$ cat src/drum_pkg.sv
// constants, states and carrier structs for the drum transfer controller
// assumes a single 250 MHz clock domain shared by all design files
package drum_pkg;

  // ----------------------------------------
  // timing
  // ----------------------------------------
  localparam int CLK_PERIOD_NS = 4;
  localparam int WORD_TIME_NS = 8500;
  localparam int WORD_CYCLES = (WORD_TIME_NS + CLK_PERIOD_NS - 1) / CLK_PERIOD_NS;
  localparam logic [11:0] WORD_LAST = 12'(WORD_CYCLES - 1);
  localparam int ACK_TIME_NS = 6000;
  localparam int ACK_CYCLES = ACK_TIME_NS / CLK_PERIOD_NS;
  localparam logic [10:0] ACK_LAST = 11'(ACK_CYCLES - 1);

  // ----------------------------------------
  // widths
  // ----------------------------------------
  localparam int WORD_W = 18;
  localparam int POS_W = 12;
  localparam int FIELD_W = 5;
  localparam int FIELDS = 32;
  localparam int CORE_W = 16;
  localparam int ADDR_W = 13;
  localparam int LEVEL_W = 2 * WORD_W + 1 + FIELDS;

  // ----------------------------------------
  // io word fields (io bit n sits at index 17-n)
  // ----------------------------------------
  localparam int CTRL_BIT = 17;
  localparam int FIELD_MSB = 16;
  localparam int FIELD_LSB = 12;
  localparam int POS_MSB = 11;
  localparam int CORE_MSB = 15;
  localparam int BANK_MSB = 15;
  localparam int BANK_LSB = 14;
  localparam int ADDR_MSB = 12;

  // ----------------------------------------
  // reset values
  // ----------------------------------------
  localparam logic [11:0] POS_RESET = 12'h000;
  localparam logic [17:0] WORD_RESET = 18'h00000;
  localparam logic [15:0] CORE_RESET = 16'h0000;

  typedef enum logic [2:0] {
    ST_IDLE = 3'b001,
    ST_WAIT = 3'b010,
    ST_ACTIVE = 3'b100
  } xfer_state_e;

  typedef struct packed {
    logic transfer_request;
    logic read_req;
    logic write_req;
    logic [1:0] bank;
    logic [12:0] address;
    logic [17:0] data;
  } mem_out_s;

  typedef struct packed {
    logic read_enable;
    logic write_enable;
    logic [4:0] read_field;
    logic [4:0] write_field;
    logic write_strobe;
    logic write_parity;
    logic [17:0] write_word;
  } drum_out_s;

endpackage : drum_pkg

$ cat src/sync_edge.sv
// two-stage synchroniser with rising edge detect on the synchronised level
// assumes pins are asynchronous to clk
`timescale 1ns/1ns
module sync_edge #(
  parameter int W = 1
) (
  // clock and reset
  input wire logic clk,
  input wire logic reset,
  // pins in, synchronised out
  input wire logic [W-1:0] pin,
  output logic [W-1:0] level,
  output logic [W-1:0] rise
);

  logic [W-1:0] meta;
  logic [W-1:0] held;
  logic [W-1:0] prev;

  always_ff @(posedge clk or posedge reset)
  begin
    if (reset)
    begin
      meta <= '0;
      held <= '0;
      prev <= '0;
    end
    else
    begin
      meta <= pin;
      held <= meta;
      prev <= held;
    end
  end

  assign level = held;
  assign rise = held & ~prev;

endmodule : sync_edge

$ cat src/word_timer.sv
// word time generator, one phase a pulse per drum word time
// assumes clk at the rate given in drum_pkg
`timescale 1ns/1ns
module word_timer (
  // clock and reset
  input wire logic clk,
  input wire logic reset,
  // word timing
  output logic phase_a
);

  logic [11:0] count;
  wire logic wrap;

  assign wrap = (count == drum_pkg::WORD_LAST);

  always_ff @(posedge clk or posedge reset)
  begin
    if (reset)
    begin
      count <= 12'h000;
      phase_a <= 1'b0;
    end
    else
    begin
      count <= wrap ? 12'h000 : count + 12'h001;
      phase_a <= wrap;
    end
  end

endmodule : word_timer

$ cat src/drum_transfer_controller.sv
// drum transfer controller: instruction decode, position match, word moves
// assumes memory controller logic runs on clk; host and drum pins are asynchronous
//
// Summary of operation
// - request flip-flop held for whole transfer
// - ack-watch set per request, cleared by ack
// - readback pulse sets sync, strobes position out
// - break pulse sets sync; match gives break
// - read parity captured and checked against regenerated
// - word-count loads write flag, field, count
// - initial-address loads read flag, field, start
// - core-location loads location, waits for position
// - bits 2-3 bank, bits 5-17 address
// - request cleared after last word moved
// - break-address loads like initial-address, plus break
// - readback word: status, parity, transfer, position
// - parity mismatch sets parity error flag
// - interrupted transfer sets transfer error flag
// - 12-bit position advances each word time
// - write buffer feeds drum and parity check
// - read buffer holds drum word, restores core
// - lockout switch inhibits writing its field
// - bad-parity test inverts first written parity
// - read and write together exchange words
`timescale 1ns/1ns
module drum_transfer_controller (
  // clock and reset
  input wire logic clk,
  input wire logic reset,
  // host io bus
  input wire logic [17:0] io_in,
  input wire logic initial_address_instr,
  input wire logic word_count_instr,
  input wire logic core_location_instr,
  input wire logic break_address_instr,
  input wire logic position_readback_instr,
  output logic [17:0] io_out,
  output logic io_strobe,
  output logic seq_break_return,
  output logic busy,
  output logic error_status,
  output logic parity_error_flag,
  output logic transfer_error_flag,
  // panel
  input wire logic [31:0] field_lockout,
  input wire logic bad_parity_test,
  // drum heads
  input wire logic [17:0] drum_read_word,
  input wire logic drum_read_parity,
  output drum_pkg::drum_out_s drum_out,
  // memory controller
  input wire logic mem_addr_ack,
  input wire logic [17:0] mem_data_in,
  output drum_pkg::mem_out_s mem_out
);

  // ----------------------------------------
  // input synchronisers and word timing
  // ----------------------------------------
  wire logic [17:0] io_s;
  wire logic [17:0] rword_s;
  wire logic rpar_s;
  wire logic [31:0] lock_s;
  wire logic [5:0] pulse;
  wire logic tick;

  sync_edge #(.W(drum_pkg::LEVEL_W)) u_levels (
    .clk(clk),
    .reset(reset),
    .pin({field_lockout, drum_read_parity, drum_read_word, io_in}),
    .level({lock_s, rpar_s, rword_s, io_s}),
    .rise()
  );

  sync_edge #(.W(6)) u_pulses (
    .clk(clk),
    .reset(reset),
    .pin({bad_parity_test, position_readback_instr, break_address_instr,
          core_location_instr, word_count_instr, initial_address_instr}),
    .level(),
    .rise(pulse)
  );

  word_timer u_timer (
    .clk(clk),
    .reset(reset),
    .phase_a(tick)
  );

  // ----------------------------------------
  // state
  // ----------------------------------------
  drum_pkg::xfer_state_e state;
  drum_pkg::xfer_state_e next_state;
  logic read_ctrl;
  logic write_ctrl;
  logic [4:0] read_field;
  logic [4:0] write_field;
  logic [11:0] start_position;
  logic [11:0] word_counter;
  logic [15:0] core_location;
  logic [11:0] position;
  logic [17:0] write_buffer;
  logic [17:0] read_buffer;
  logic read_parity_bit;
  logic check_pending;
  logic transfer_request;
  logic rd_req;
  logic wr_req;
  logic ack_watch;
  logic [10:0] ack_timer;
  logic break_sync;
  logic break_armed;
  logic readback_sync;
  logic bad_parity_armed;
  logic first_word;
  logic write_strobe;
  logic write_parity;

  // ----------------------------------------
  // decode
  // ----------------------------------------
  wire logic do_init = pulse[0];
  wire logic do_wc = pulse[1];
  wire logic do_core = pulse[2];
  wire logic do_brk = pulse[3];
  wire logic do_rb = pulse[4];
  wire logic bad_rise = pulse[5];
  wire logic load_read = do_init | do_brk;
  wire logic waiting_for_start = (state == drum_pkg::ST_WAIT);
  wire logic transfer_active = (state == drum_pkg::ST_ACTIVE);
  wire logic pos_match = (position == start_position);
  wire logic start_now = waiting_for_start & tick & pos_match;
  wire logic word_issue = tick & (start_now | transfer_active);
  wire logic ack = mem_addr_ack & ack_watch & transfer_active;
  wire logic done = ack & (word_counter == 12'h001);
  wire logic timeout = ack_watch & transfer_active & ~mem_addr_ack
                       & (ack_timer == drum_pkg::ACK_LAST);
  wire logic interrupt = do_core & transfer_active;
  wire logic brk_match = break_armed & tick & pos_match;
  wire logic inject = bad_parity_armed & first_word;
  wire logic [17:0] check_word = write_ctrl ? read_buffer : write_buffer;
  wire logic regen_parity = ~^check_word;
  wire logic pe_set = check_pending & (regen_parity != read_parity_bit);
  wire logic te_set = timeout | interrupt;
  wire logic next_pe = pe_set | (parity_error_flag & ~load_read);
  wire logic next_te = te_set | (transfer_error_flag & ~load_read);
  wire logic write_allowed = ~lock_s[write_field];

  always_comb
  begin
    next_state = state;
    case (state)
      drum_pkg::ST_IDLE: if (do_core) next_state = drum_pkg::ST_WAIT;
      drum_pkg::ST_WAIT: if (start_now) next_state = drum_pkg::ST_ACTIVE;
      drum_pkg::ST_ACTIVE:
        if (interrupt) next_state = drum_pkg::ST_WAIT;
        else if (done || timeout) next_state = drum_pkg::ST_IDLE;
      default: next_state = drum_pkg::ST_IDLE;
    endcase
  end

  always_ff @(posedge clk or posedge reset)
  begin
    if (reset)
      state <= drum_pkg::ST_IDLE;
    else
      state <= next_state;
  end

  // ----------------------------------------
  // setup registers and counters
  // ----------------------------------------
  always_ff @(posedge clk or posedge reset)
  begin
    if (reset)
    begin
      read_ctrl <= 1'b0;
      read_field <= '0;
      start_position <= drum_pkg::POS_RESET;
      write_ctrl <= 1'b0;
      write_field <= '0;
      word_counter <= drum_pkg::POS_RESET;
      core_location <= drum_pkg::CORE_RESET;
      position <= drum_pkg::POS_RESET;
    end
    else
    begin
      if (load_read)
      begin
        read_ctrl <= io_s[drum_pkg::CTRL_BIT];
        read_field <= io_s[drum_pkg::FIELD_MSB:drum_pkg::FIELD_LSB];
        start_position <= io_s[drum_pkg::POS_MSB:0];
      end
      if (do_wc)
      begin
        write_ctrl <= io_s[drum_pkg::CTRL_BIT];
        write_field <= io_s[drum_pkg::FIELD_MSB:drum_pkg::FIELD_LSB];
        word_counter <= io_s[drum_pkg::POS_MSB:0];
      end
      else if (ack)
        word_counter <= word_counter - 12'h001;
      if (do_core)
        core_location <= io_s[drum_pkg::CORE_MSB:0];
      else if (ack)
        core_location <= {core_location[15:13], core_location[12:0] + 13'h0001};
      if (tick)
        position <= position + 12'h001;
    end
  end

  // ----------------------------------------
  // request, ack watch, data buffers
  // ----------------------------------------
  always_ff @(posedge clk or posedge reset)
  begin
    if (reset)
    begin
      transfer_request <= 1'b0;
      rd_req <= 1'b0;
      wr_req <= 1'b0;
      ack_watch <= 1'b0;
      ack_timer <= '0;
      first_word <= 1'b0;
    end
    else
    begin
      transfer_request <= start_now | (transfer_request & ~done & ~timeout & ~interrupt);
      rd_req <= (word_issue & read_ctrl) | (rd_req & ~ack & ~timeout);
      wr_req <= (word_issue & write_ctrl) | (wr_req & ~ack & ~timeout);
      ack_watch <= word_issue | (ack_watch & ~ack);
      if (word_issue)
        ack_timer <= '0;
      else if (ack_watch && ack_timer != drum_pkg::ACK_LAST)
        ack_timer <= ack_timer + 11'h001;
      first_word <= start_now | (first_word & ~ack);
    end
  end

  always_ff @(posedge clk or posedge reset)
  begin
    if (reset)
    begin
      read_buffer <= drum_pkg::WORD_RESET;
      write_buffer <= drum_pkg::WORD_RESET;
      read_parity_bit <= 1'b0;
      check_pending <= 1'b0;
    end
    else
    begin
      if (word_issue && read_ctrl)
        read_buffer <= rword_s;
      else if (ack && !read_ctrl)
        read_buffer <= mem_data_in;
      if (word_issue && !write_ctrl)
        write_buffer <= rword_s;
      else if (ack && write_ctrl)
        write_buffer <= mem_data_in;
      if (word_issue)
        read_parity_bit <= rpar_s;
      check_pending <= word_issue & read_ctrl;
    end
  end

  always_ff @(posedge clk or posedge reset)
  begin
    if (reset)
    begin
      write_strobe <= 1'b0;
      write_parity <= 1'b0;
      bad_parity_armed <= 1'b0;
    end
    else
    begin
      write_strobe <= ack & write_ctrl & write_allowed;
      if (ack && write_ctrl)
        write_parity <= ~^mem_data_in ^ inject;
      bad_parity_armed <= bad_rise | (bad_parity_armed & ~(ack & write_ctrl & first_word));
    end
  end

  // ----------------------------------------
  // errors, break and readback
  // ----------------------------------------
  always_ff @(posedge clk or posedge reset)
  begin
    if (reset)
    begin
      parity_error_flag <= 1'b0;
      transfer_error_flag <= 1'b0;
      error_status <= 1'b0;
      busy <= 1'b0;
      break_sync <= 1'b0;
      break_armed <= 1'b0;
      seq_break_return <= 1'b0;
      readback_sync <= 1'b0;
      io_out <= drum_pkg::WORD_RESET;
      io_strobe <= 1'b0;
    end
    else
    begin
      parity_error_flag <= next_pe;
      transfer_error_flag <= next_te;
      error_status <= next_pe | next_te;
      busy <= do_core | do_brk | (busy & ~done & ~timeout & ~brk_match);
      break_sync <= do_brk | (break_sync & ~tick);
      break_armed <= do_brk | (break_armed & ~brk_match);
      seq_break_return <= brk_match;
      readback_sync <= do_rb | (readback_sync & ~tick);
      io_strobe <= do_rb;
      if (do_rb)
        io_out <= {error_status, parity_error_flag, transfer_error_flag, 3'h0, position};
    end
  end

  // ----------------------------------------
  // outputs
  // ----------------------------------------
  assign mem_out = '{transfer_request: transfer_request, read_req: rd_req, write_req: wr_req,
                     bank: core_location[drum_pkg::BANK_MSB:drum_pkg::BANK_LSB],
                     address: core_location[drum_pkg::ADDR_MSB:0], data: read_buffer};
  assign drum_out = '{read_enable: read_ctrl, write_enable: write_ctrl,
                      read_field: read_field, write_field: write_field,
                      write_strobe: write_strobe, write_parity: write_parity,
                      write_word: write_buffer};

  // ----------------------------------------
  // checks
  // ----------------------------------------
  logic [11:0] watch_age;

  // cycles the ack watch has been open within the current word
  always_ff @(posedge clk or posedge reset)
  begin
    if (reset)
      watch_age <= 12'h000;
    else if (word_issue)
      watch_age <= 12'h000;
    else if (ack_watch && transfer_active && watch_age != 12'hFFF)
      watch_age <= watch_age + 12'h001;
  end
endmodule : drum_transfer_controller

$ cat config.mk
export PLATFORM = sky130hd
export DESIGN_NAME = drum_transfer_controller
export DESIGN_NICKNAME = d
export VERILOG_FILES = /design/src/drum_pkg.sv /design/src/sync_edge.sv /design/src/word_timer.sv /design/src/drum_transfer_controller.sv
export SDC_FILE = /design/constraint.sdc
export NUM_CORES = 1
export LEC_CHECK = 0
export BUFFER_PORTS_ARGS = -buffer_cell sky130_fd_sc_hd__buf_2
export CORE_MARGIN = 2
export CORE_UTILIZATION = 50
export CTS_CLUSTER_SIZE = 24
export DETAILED_ROUTE_END_ITERATION = 12
export PLACE_DENSITY = 0.8
export SLEW_MARGIN = 5
export SYNTH_ARGS = -nofsm -noshare
export SYNTH_HDL_FRONTEND = slang
export SYNTH_HIERARCHICAL = 1
export SYNTH_SLANG_ARGS = --single-unit
$ cat constraint.sdc
create_clock -name clk -period 12.9 [get_ports clk]
set_clock_uncertainty 0.05 [all_clocks]
set_input_delay 0.645 -clock clk [delete_from_list [all_inputs] [get_ports clk]]
set_output_delay 0.645 -clock clk [all_outputs]
set_load 0.005 [all_outputs]
After elaboration in Yosys (flattened, before gate mapping)
Cells that the tools add are included.
Word-level totals
  flip-flop bits (word level): 315
  bits of input ports: 96
  output and inout port bits: 92
  logic and storage cells: 153
Cells by class
  add/subtract/negate cells: 5
  $lt $le $gt $ge: 1
  equal/unequal tests: 12
  multiplexer cells: 19
  bitwise gates (word level): 62
  reduce and logical (&&, ||, !) cells: 16
Operator list (count)
  18-bit 2-to-1 mux: 5
  12-bit 2-to-1 mux: 3
  18-bit XNOR reduction: 2
  1-bit AND: 35
  12-bit by 1-bit adder with 12-bit output (second input constant): 2
  11-bit 2-to-1 mux: 2
  16-bit 2-to-1 mux: 1
  1-bit OR: 15
  13-bit by 1-bit adder with 13-bit output (second input constant): 1
  13-bit 2-to-1 mux: 1
  12-bit by 1-bit == test with 1-bit output (second input constant): 1
  12-bit == test: 1
  12-bit == test (second input constant): 1
  3-bit 2-to-1 mux: 4
  12-bit by 1-bit subtractor with 12-bit output (second input constant): 1
  11-bit by 1-bit adder with 11-bit output (second input constant): 1
  11-bit == test (second input constant): 1
  11-bit != test (second input constant): 1
  2-bit nonzero test: 5
  1-bit NOT: 9
  3-bit one-hot mux with 3 select lines: 1
  6-bit AND: 1
  5-bit by 6-bit less-than comparator with 1-bit output (second input constant): 1
  6-bit NOT: 1
  14 further kinds: 19

Depth between registers and ports, before layout
Gate-level depths: netlist of run 1.
  depth in word-level cells: 8
  mapped depth: 8

By module
The synthesis of run 1 kept the hierarchy.
Modules (own cells, without submodules)
  drum_transfer_controller: instances 1, cells each 640, area an instance 7317.0 um^2, sequential area each 3629.7 um^2
  sync_edge at u_levels: instances 1, cells each 277, area an instance 6133.4 um^2, sequential area each 5180.0 um^2
  word_timer: instances 1, cells each 56, area an instance 614.3 um^2, sequential area each 325.3 um^2
  sync_edge at u_pulses: instances 1, cells each 25, area an instance 536.8 um^2, sequential area each 450.4 um^2

Least setup slack after synthesis of run 1
OpenSTA, ideal clock, no wires.
  path type: register -> register
  start: register position[2]
  end: register read_parity_bit
  arrival: 1.929 ns
  required time: 12.725 ns
  slack: 10.796 ns
  stages on the path, launching flop included: 8
  path buffers: 1
  clock period less this slack: 2.104 ns
  cells stage by stage: dfrtp_1 > buf_6 > xnor2_2 > nand3_1 > nor4_4 > a22oi_1 > nor2_1 > mux2_2
Between the ends
  cells in the longest elaborated chain, start to end: 4
RTL lines
  start: declaration: RTL line drum_transfer_controller.sv:102  | logic [11:0] position;
  start signal: assignment: RTL line drum_transfer_controller.sv:185  | position <= drum_pkg::POS_RESET;
  start signal: assignment: RTL line drum_transfer_controller.sv:208  | position <= position + 12'h001;
  12-bit == test: RTL line drum_transfer_controller.sv:132  | wire logic pos_match = (position == start_position);
  1-bit AND: RTL line drum_transfer_controller.sv:133  | wire logic start_now = waiting_for_start & tick & pos_match;
  1-bit OR: RTL line drum_transfer_controller.sv:134  | wire logic word_issue = tick & (start_now | transfer_active);
  1-bit AND: RTL line drum_transfer_controller.sv:134
  end signal: assignment: RTL line drum_transfer_controller.sv:260  | read_parity_bit <= rpar_s;
  end: declaration: RTL line drum_transfer_controller.sv:105  | logic read_parity_bit;
Every way passes these cells.
A chain may end at the register's enable or synchronous reset.

Worst setup path after layout of run 1
  start: register state[1]
  end: register write_buffer[15]
Between the ends
  cells in the longest elaborated chain, start to end: 7
  elaborated cells between the ends (all ways): 11
  classes of those cells: eq/ne: 2; mux: 1; bitwise: 5; reduce/logical: 3
RTL lines
  start: declaration: RTL line drum_transfer_controller.sv:93  | drum_pkg::xfer_state_e state;
  start signal: assignment: RTL line drum_transfer_controller.sv:166  | state <= drum_pkg::ST_IDLE;
  start signal: assignment: RTL line drum_transfer_controller.sv:168  | state <= next_state;
  3-bit by 2-bit == test with 1-bit output: RTL line drum_transfer_controller.sv:130  | wire logic waiting_for_start = (state == drum_pkg::ST_WAIT);
  1-bit AND (2 in a row): RTL line drum_transfer_controller.sv:133
  1-bit OR: RTL line drum_transfer_controller.sv:134
  1-bit AND: RTL line drum_transfer_controller.sv:134
  1-bit logical AND: RTL line drum_transfer_controller.sv:255  | if (word_issue && !write_ctrl)
  18-bit 2-to-1 mux / 2-bit nonzero test (equally long branches)
  end signal: assignment: RTL line drum_transfer_controller.sv:245  | write_buffer <= drum_pkg::WORD_RESET;
  end signal: assignment: RTL line drum_transfer_controller.sv:256  | write_buffer <= rword_s;
  end signal: assignment: RTL line drum_transfer_controller.sv:258  | write_buffer <= mem_data_in;
  end: declaration: RTL line drum_transfer_controller.sv:103  | logic [17:0] write_buffer;
Parallel ways exist; a longest one is shown, timed or not.

==> results of run 1 <==
worst max-delay path, cell delays in order (launching register included):
cell	delay, ps
sky130_fd_sc_hd__dfrtp_1	440
sky130_fd_sc_hd__nor3b_4	300
sky130_fd_sc_hd__and3_1	610
sky130_fd_sc_hd__and2_1	790
sky130_fd_sc_hd__a21oi_1	250
sky130_fd_sc_hd__a221o_1	360
power by group through the flow:
stage / clock network, mW / registers (mW) / logic [mW]
finish: 0.846 / 1.07 / 0.141
global route: 0.906 / 1.08 / 0.158
CTS: 0.867 / 1.07 / 0.145
detailed placement: 0 / 1.09 / 0.143
global placement: 0 / 1.09 / 0.139
floorplan: 0 / 1.07 / 0.0970
stage by stage:
| step | util | setup slack [ps] | power [mW] | instances | hold slack (ps) |
|---|---|---|---|---|---|
| floorplan | - | 8310 | 1.17 | 862 | 281 |
| global placement | 0.557 | 10090 | 1.23 | 1328 | 281 |
| detailed placement | 0.557 | 10020 | 1.23 | 1328 | 285 |
| CTS | 0.598 | 9990 | 2.09 | 1382 | 115 |
| global route | 0.598 | 9790 | 2.14 | 1382 | 115 |
| finish | 0.598 | 9970 | 2.06 | 1384 | 143 |
routing by layer:
metal,global-route usage,vias to the layer above,share of wire
met1,0.282,3579,0.43
met2,0.323,238,0.48
met5,0,-,0.00044
li1,-,3311,-
met4,0.0575,2,0.025
met3,0.0482,44,0.066
how the worst min path moves through the flow:
stage	start	endpoint	cells past startpoint
2_1_floorplan	u_levels/meta[0]	u_levels/level[0]	0
3_3_place_gp	u_pulses/meta[4]	u_pulses/level[4]	0
3_5_place_dp	u_levels/meta[18]	u_levels/level[18]	0
4_1_cts	drum_read_word[2]	u_levels/meta[20]	1
5_1_grt	drum_read_word[2]	u_levels/meta[20]	1
6_report	drum_read_word[5]	u_levels/meta[23]	1
cells in the final DEF (no fill, tap or decap), types with 10 or more instances in the layout:
cell and n:
sky130_fd_sc_hd__mux2i_1 24, sky130_fd_sc_hd__dfrtp_1 313, sky130_fd_sc_hd__buf_2 184, sky130_fd_sc_hd__xnor2_1 60, sky130_fd_sc_hd__xor2_1 46, sky130_fd_sc_hd__and2_1 21
sky130_fd_sc_hd__nand2_1 54, sky130_fd_sc_hd__clkbuf_16 30, sky130_fd_sc_hd__nand3_1 38, sky130_fd_sc_hd__and3_1 13, sky130_fd_sc_hd__nand4_1 10, sky130_fd_sc_hd__a221o_1 24
sky130_fd_sc_hd__o21ai_0 44, sky130_fd_sc_hd__nor2_1 29, sky130_fd_sc_hd__inv_1 12, sky130_fd_sc_hd__mux2_2 43
layout make-up:
cell class / count / area [um^2]
Clock buffer: 37 / 827
Tap cell: 319 / 399
Sequential cell: 314 / 7860
Timing Repair Buffer: 188 / 951
Fill cell: 1858 / 9430
Antenna cell: 2 / 5.00
Multi-Input combinational cell: 493 / 3800
Clock inverter: 17 / 146
Inverter: 14 / 62.6
state kept, by name (all words and copies together) (netlist names), 3 cells and up:
signal / cells
ack_timer: 11
core_location: 15
io_out: 15
position: 12
read_buffer: 18
read_field: 5
start_position: 12
state: 3
u_levels/level: 69
u_levels/meta: 69
u_pulses/level: 6
u_pulses/meta: 6
u_pulses/prev: 6
u_timer/count: 12
word_counter: 12
write_buffer: 18
write_field: 5
==> impl_summary.log, run 1 <==
INFO  metric result_of_the_run = finished clean
INFO  metric cts_hold_buffers = 0
INFO  metric die-area = roughly 0.025 mm^2
INFO  metric timing.critical_path.arrival = ~3300 ps
INFO  metric route.antenna.remaining_nets = 0
INFO  metric design.core.area = about 0.023 mm^2
INFO  metric share_seq_of_total_power = 0.521
INFO  metric clk_root_buffer_cell = sky130_fd_sc_hd__clkbuf_16
INFO  metric crit-reg2reg-launch = state[1]
INFO  metric worstReg2RegEnd = write_buffer[15]
INFO  metric slew-limit-headroom = 0.263
INFO  metric die_y = roughly 160 um
INFO  metric groute.usage.overall = 0.203
INFO  metric fin_crit = slightly below 3000 ps
INFO  metric timing_max_transition_violations_final = 0
INFO  metric switching_fraction_of_total_power = 0.234
INFO  metric max_cap_violations = 0
INFO  metric grt_pass1_wl = 39.4 mm
INFO  metric grt_max_degree = 96
INFO  metric place_area = about 0.013 mm^2
INFO  metric first_global_vias = 7290
INFO  metric gp_congestion = between 0.8 and 0.9
INFO  metric viasPerCell = around 5.2
INFO  metric criticalPathCategory = flop to flop
INFO  metric clockBufferDepth = 3
INFO  metric drt-wirelength-per-cell = 18.2 um
INFO  metric floorplan.initialDensity = 0.508
INFO  metric min_path_type = primary input to flop
INFO  metric count_of_endpoints_failing_hold_in_the_final_timing_report = 0
INFO  metric critical_path.endpoint = write_buffer[15]
INFO  metric p_leak = between 6 and 7 nW
INFO  metric via_count = 7174
INFO  metric maximum_level_of_the_cts_h_tree = 1
INFO  metric reg2reg_depth = 5
INFO  metric netlist_instances = 860
INFO  metric cts_made_buffers = 30
INFO  metric proportion_of_layout_cells_with_a_drive_suffix_above_1 = 0.294
INFO  metric number_of_drc_markers_after_the_initial_detailed_route_iteration = about 420
INFO  metric ios = around 190
INFO  metric tritoncts = built
INFO  metric rows = 56
INFO  metric worst-endpoint-required = between 10000 and 15000 ps
INFO  metric postCtsSetupBuffers = 0
INFO  metric max_clock_freq = about 0.34 GHz
INFO  metric critical_path_peak_fanout = 16
INFO  metric cts-resized-gates = 0
INFO  metric timing_worst_slew_pin_value = approximately 1100 ps
INFO  metric p_per_area = approximately 150 mW/mm^2
INFO  metric firstDrtPassIters = 5
INFO  metric worst_ir_drop_on_vdd = 0.000131 V
INFO  metric initial_antenna_violation_count = 3
INFO  metric total_switching_power = between 0.4 and 0.5 mW
INFO  metric synthesis.area = about 0.012 mm^2
INFO  metric flop_to_flop_setup_slack = between 9000 and 10000 ps
INFO  metric internal_power = approximately 1.6 mW
INFO  metric worst_setup_path_end_kind = flop
INFO  metric worstSetupStartpointType = flop
INFO  metric timing.final.crit_share = 0.227
INFO  metric route.final.wire_length = 25.1 mm
INFO  metric cts_num_sinks = roughly 310
INFO  metric gr-total-overflow = 0
INFO  metric setup_total_negative_slack = 0 ps
INFO  metric cts.reportedPaths.clkPinSlew = 70 ps
INFO  metric setup_viol = 0
INFO  metric synth_warnings = 6
INFO  metric worst_setup_path_startpoint = state[1]
INFO  metric rsz0062_at_grt = no
INFO  metric portion_of_total_power_attributed_to_combinational_logic = 0.069
INFO  metric dp_hpwl = around 17 mm
INFO  metric postLayoutCellArea = 0.0140 mm^2
INFO  metric drc = 0
INFO  metric synth_area_per_cell = 13.9 um^2
INFO  metric layout.nets = about 1100
INFO  metric die_w = 158 um
INFO  metric syn2layout_area_growth = 17.8%
INFO  metric clock_latency_at_the_later_pin_of_the_worst_skew_pair = between 500 and 600 ps
INFO  metric count_of_port_buffers_added_during_placement = about 180
INFO  metric power.share.clock = 0.411
(Power assumes the default switching activity.)
==> inputs of run 2 (changes only) <==
- ABC_AREA: default -> 1
- PLACE_DENSITY: 0.8 -> 0.82
- clock period: 12.9 -> 2.5 ns (I/O delays scaled with it)
==> impl_summary.log, run 2 <==
INFO  metric route.final.wire_length = 32.8 mm (+30%)
INFO  metric floorplan.initialDensity = 0.506 (-0.00243)
INFO  metric fin_util = 0.634 (+0.0353)
INFO  metric share_seq_of_total_power = 0.475 (-0.046)
INFO  metric tritoncts = built
INFO  metric grt_max_degree = 112 (+17%)
INFO  metric slew-limit-headroom = 0.502 (+0.239)
INFO  metric ios = 188 (unchanged)
INFO  metric max_cap_violations = 0 (unchanged)
INFO  metric setup_total_negative_slack = 0 ps (unchanged)
INFO  metric cts.reportedPaths.clkPinSlew = 60 ps (about the same)
INFO  metric gr-total-overflow = 0 (unchanged)
INFO  metric setup_viol = 0 (unchanged)
INFO  metric critical_path.slowest_cell = sky130_fd_sc_hd__dfstp_2
INFO  metric internal_power = 8.82 mW (+460%)
INFO  metric drc = 0 (unchanged)
INFO  metric fin_crit = 2220 ps (-713 ps)
INFO  metric layout.cells.most_common_list = sky130_fd_sc_hd__nand2_1 (367), sky130_fd_sc_hd__dfrtp_1 (313), sky130_fd_sc_hd__buf_2 (184), sky130_fd_sc_hd__inv_1 (152), sky130_fd_sc_hd__dlygate4sd3_1 (95)
INFO  metric cp_top_family = buffers and inverters
INFO  metric maximum_level_of_the_cts_h_tree = 1 (unchanged)
INFO  metric die-area = 0.0274 mm^2 (+9.3%)
INFO  metric crit-reg2reg-launch = state[0]
INFO  metric hold_path_end = u_levels/meta[60]
INFO  metric drt-wirelength-per-cell = 16.3 um (-10%)
INFO  metric postCtsSetupBuffers = 0 (unchanged)
INFO  metric cts_num_sinks = 314 (unchanged)
INFO  metric switching_fraction_of_total_power = 0.244 (+0.0105)
INFO  metric firstDrtPassIters = 6 (+1)
INFO  metric netlist_instances = 1369 (+59%)
INFO  metric launch_instance_of_the_worst_min_delay_path = field_lockout[23]
INFO  metric result_of_the_run = finished clean
INFO  metric timing.final.crit_share = 0.886 (+0.659)
INFO  metric count_of_port_buffers_added_during_placement = 184 (unchanged)
INFO  metric cts_made_buffers = 30 (unchanged)
INFO  metric design.core.area = 0.0258 mm^2 (+10%)
INFO  metric grt_pass1_wl = 53.5 mm (+36%)
INFO  metric worst-endpoint-required = 2860 ps (-10430 ps)
INFO  metric count_of_endpoints_failing_hold_in_the_final_timing_report = 0 (unchanged)
INFO  metric worstReg2RegEnd = write_buffer[2]
INFO  metric rsz0062_at_grt = no
INFO  metric timing_max_transition_violations_final = 0 (unchanged)
INFO  metric critical_path_buf_inv_count = 4 (+4)
INFO  metric dp_hpwl = 21.3 mm (+22%)
INFO  metric min_path_type = primary input to flop
INFO  metric worstPathCellList = inv_1 -> nand3_2 -> nor2_2 -> inv_2 -> nor2_4 -> inv_2 -> nor2_2 -> inv_2 -> o21ai_0 -> o21ai_0 -> nand2_1
INFO  metric criticalPathCategory = flop to flop
INFO  metric timing.critical_path.arrival = 2580 ps (-730 ps)
INFO  metric whs_path_depth = 2 (+1)
INFO  metric cpPeakStageDelay = 530 ps (-260 ps)
INFO  metric timing_worst_slew_pin_value = 746 ps (-355 ps)
INFO  metric max_clock_freq = 0.451 GHz (+32%)
INFO  metric dp_worst_setup_slack = 372 ps (-9640 ps)
INFO  metric flop_to_flop_setup_slack = 280 ps (-9690 ps)
INFO  metric die_y = 166 um (+4.5%)
INFO  metric rows = 59 (+5.4%)
INFO  metric critical_path_peak_fanout = 36 (+20)
INFO  metric worst_slack = 284 ps (-9690 ps)
INFO  metric initial_antenna_violation_count = 1 (-2)
INFO  metric worst_ir_drop_on_vdd = 0.000672 V (+410%)
INFO  metric layout.nets = 1753 (+53%)
INFO  metric total_switching_power = 2.85 mW (+490%)
INFO  metric portion_of_total_power_attributed_to_combinational_logic = 0.107 (+0.038)
INFO  metric path_common_cell = sky130_fd_sc_hd__inv_2
INFO  metric clockBufferDepth = 3 (unchanged)
INFO  metric groute.usage.overall = 0.239 (+0.0359)
INFO  metric synthesis.area = 0.0131 mm^2 (+9.5%)
INFO  metric clk_root_buffer_cell = sky130_fd_sc_hd__clkbuf_16
INFO  metric synth_warnings = 6 (unchanged)
INFO  metric worst_setup_path_end_kind = flop
INFO  metric p_per_area = 713 mW/mm^2 (+390%)
INFO  metric clock_latency_at_the_later_pin_of_the_worst_skew_pair = 550 ps (about the same)
INFO  metric proportion_of_layout_cells_with_a_drive_suffix_above_1 = 0.191 (-0.102)
INFO  metric viasPerCell = 5.25 (+1.3%)
INFO  metric via_count = 10600 (+47%)
INFO  metric syn2layout_area_growth = 25.4%
INFO  metric synth_area_per_cell = 9.54 um^2 (-31%)
INFO  metric p_leak = 8.39 nW (+27%)
INFO  metric most_common_cell_after_layout_fill_and_taps_aside = sky130_fd_sc_hd__nand2_1
INFO  metric worstSetupStartpointType = flop
INFO  metric route.antenna.remaining_nets = 0 (unchanged)
INFO  metric number_of_drc_markers_after_the_initial_detailed_route_iteration = 764 (+80%)
INFO  metric die_w = 166 um (+4.5%)
INFO  metric first_global_vias = 10400 (+43%)
INFO  metric power.share.clock = 0.418 (+0.007)
INFO  metric reg2reg_depth = 11 (+6)
INFO  metric gp_congestion = 0.861 (-0.54%)
run 2: final cells by class:
cell class | instances | area [um^2]
tap | 335 | 419
fill | 2024 | 9460
antenna | 2 | 5.00
inverter | 164 | 626
clock inverter | 14 | 183
timing repair buffer | 298 | 2060
sequential | 314 | 7860
multi-input combinational | 842 | 4310
clock buffer | 42 | 907
run 2: stage by stage:
step / power (mW) / hold slack (ps) / cell area [um^2] / instances
floorplan: 6.32 / -48.0 / 13100 / 1371
global placement: 6.70 / 182 / 14300 / 1858
detailed placement: 6.75 / 184 / 14300 / 1858
CTS: 11.7 / 143 / 16400 / 2009
global route: 12.2 / 142 / 16400 / 2010
finish: 11.7 / 160 / 16400 / 2011
run 2: how the worst max path moves through the flow:
| stage | depth (start not counted) | slack, ps | end | start |
|---|---|---|---|---|
| after floorplan | 1 | 510 | ack_timer[0] | reset |
| after global placement | 7 | 460 | write_strobe | write_field[0] |
| after detailed placement | 11 | 370 | write_buffer[8] | state[0] |
| after CTS | 11 | 350 | write_buffer[8] | state[0] |
| after global routing | 11 | 120 | write_buffer[2] | state[1] |
| final | 11 | 280 | write_buffer[2] | state[0] |
run 2: per-layer routing:
layer  routed length, um  GRT usage  vias to the layer above
li1                    -          -                     4936
met1               13600      0.319                     5108
met2               16100      0.404                      447
met3                2130     0.0382                       69
met4                 913     0.0760                        0
met5                   0          0                        -
run 2: timing repair:
action | CTS | global route
endpoints found under the hold margin | 317 | 0
hold buffers | 95 | 0
endpoints found under the setup margin | 0 | 0
gates resized for setup | 0 | 0
run 2: power groups by stage:
stage | Sequential, mW | Combinational (mW) | Clock, mW
after floorplan | 5.58 | 0.736 | 0
after global placement | 5.62 | 1.08 | 0
after detailed placement | 5.63 | 1.12 | 0
after CTS | 5.54 | 1.24 | 4.93
after global routing | 5.57 | 1.41 | 5.20
final | 5.55 | 1.25 | 4.88
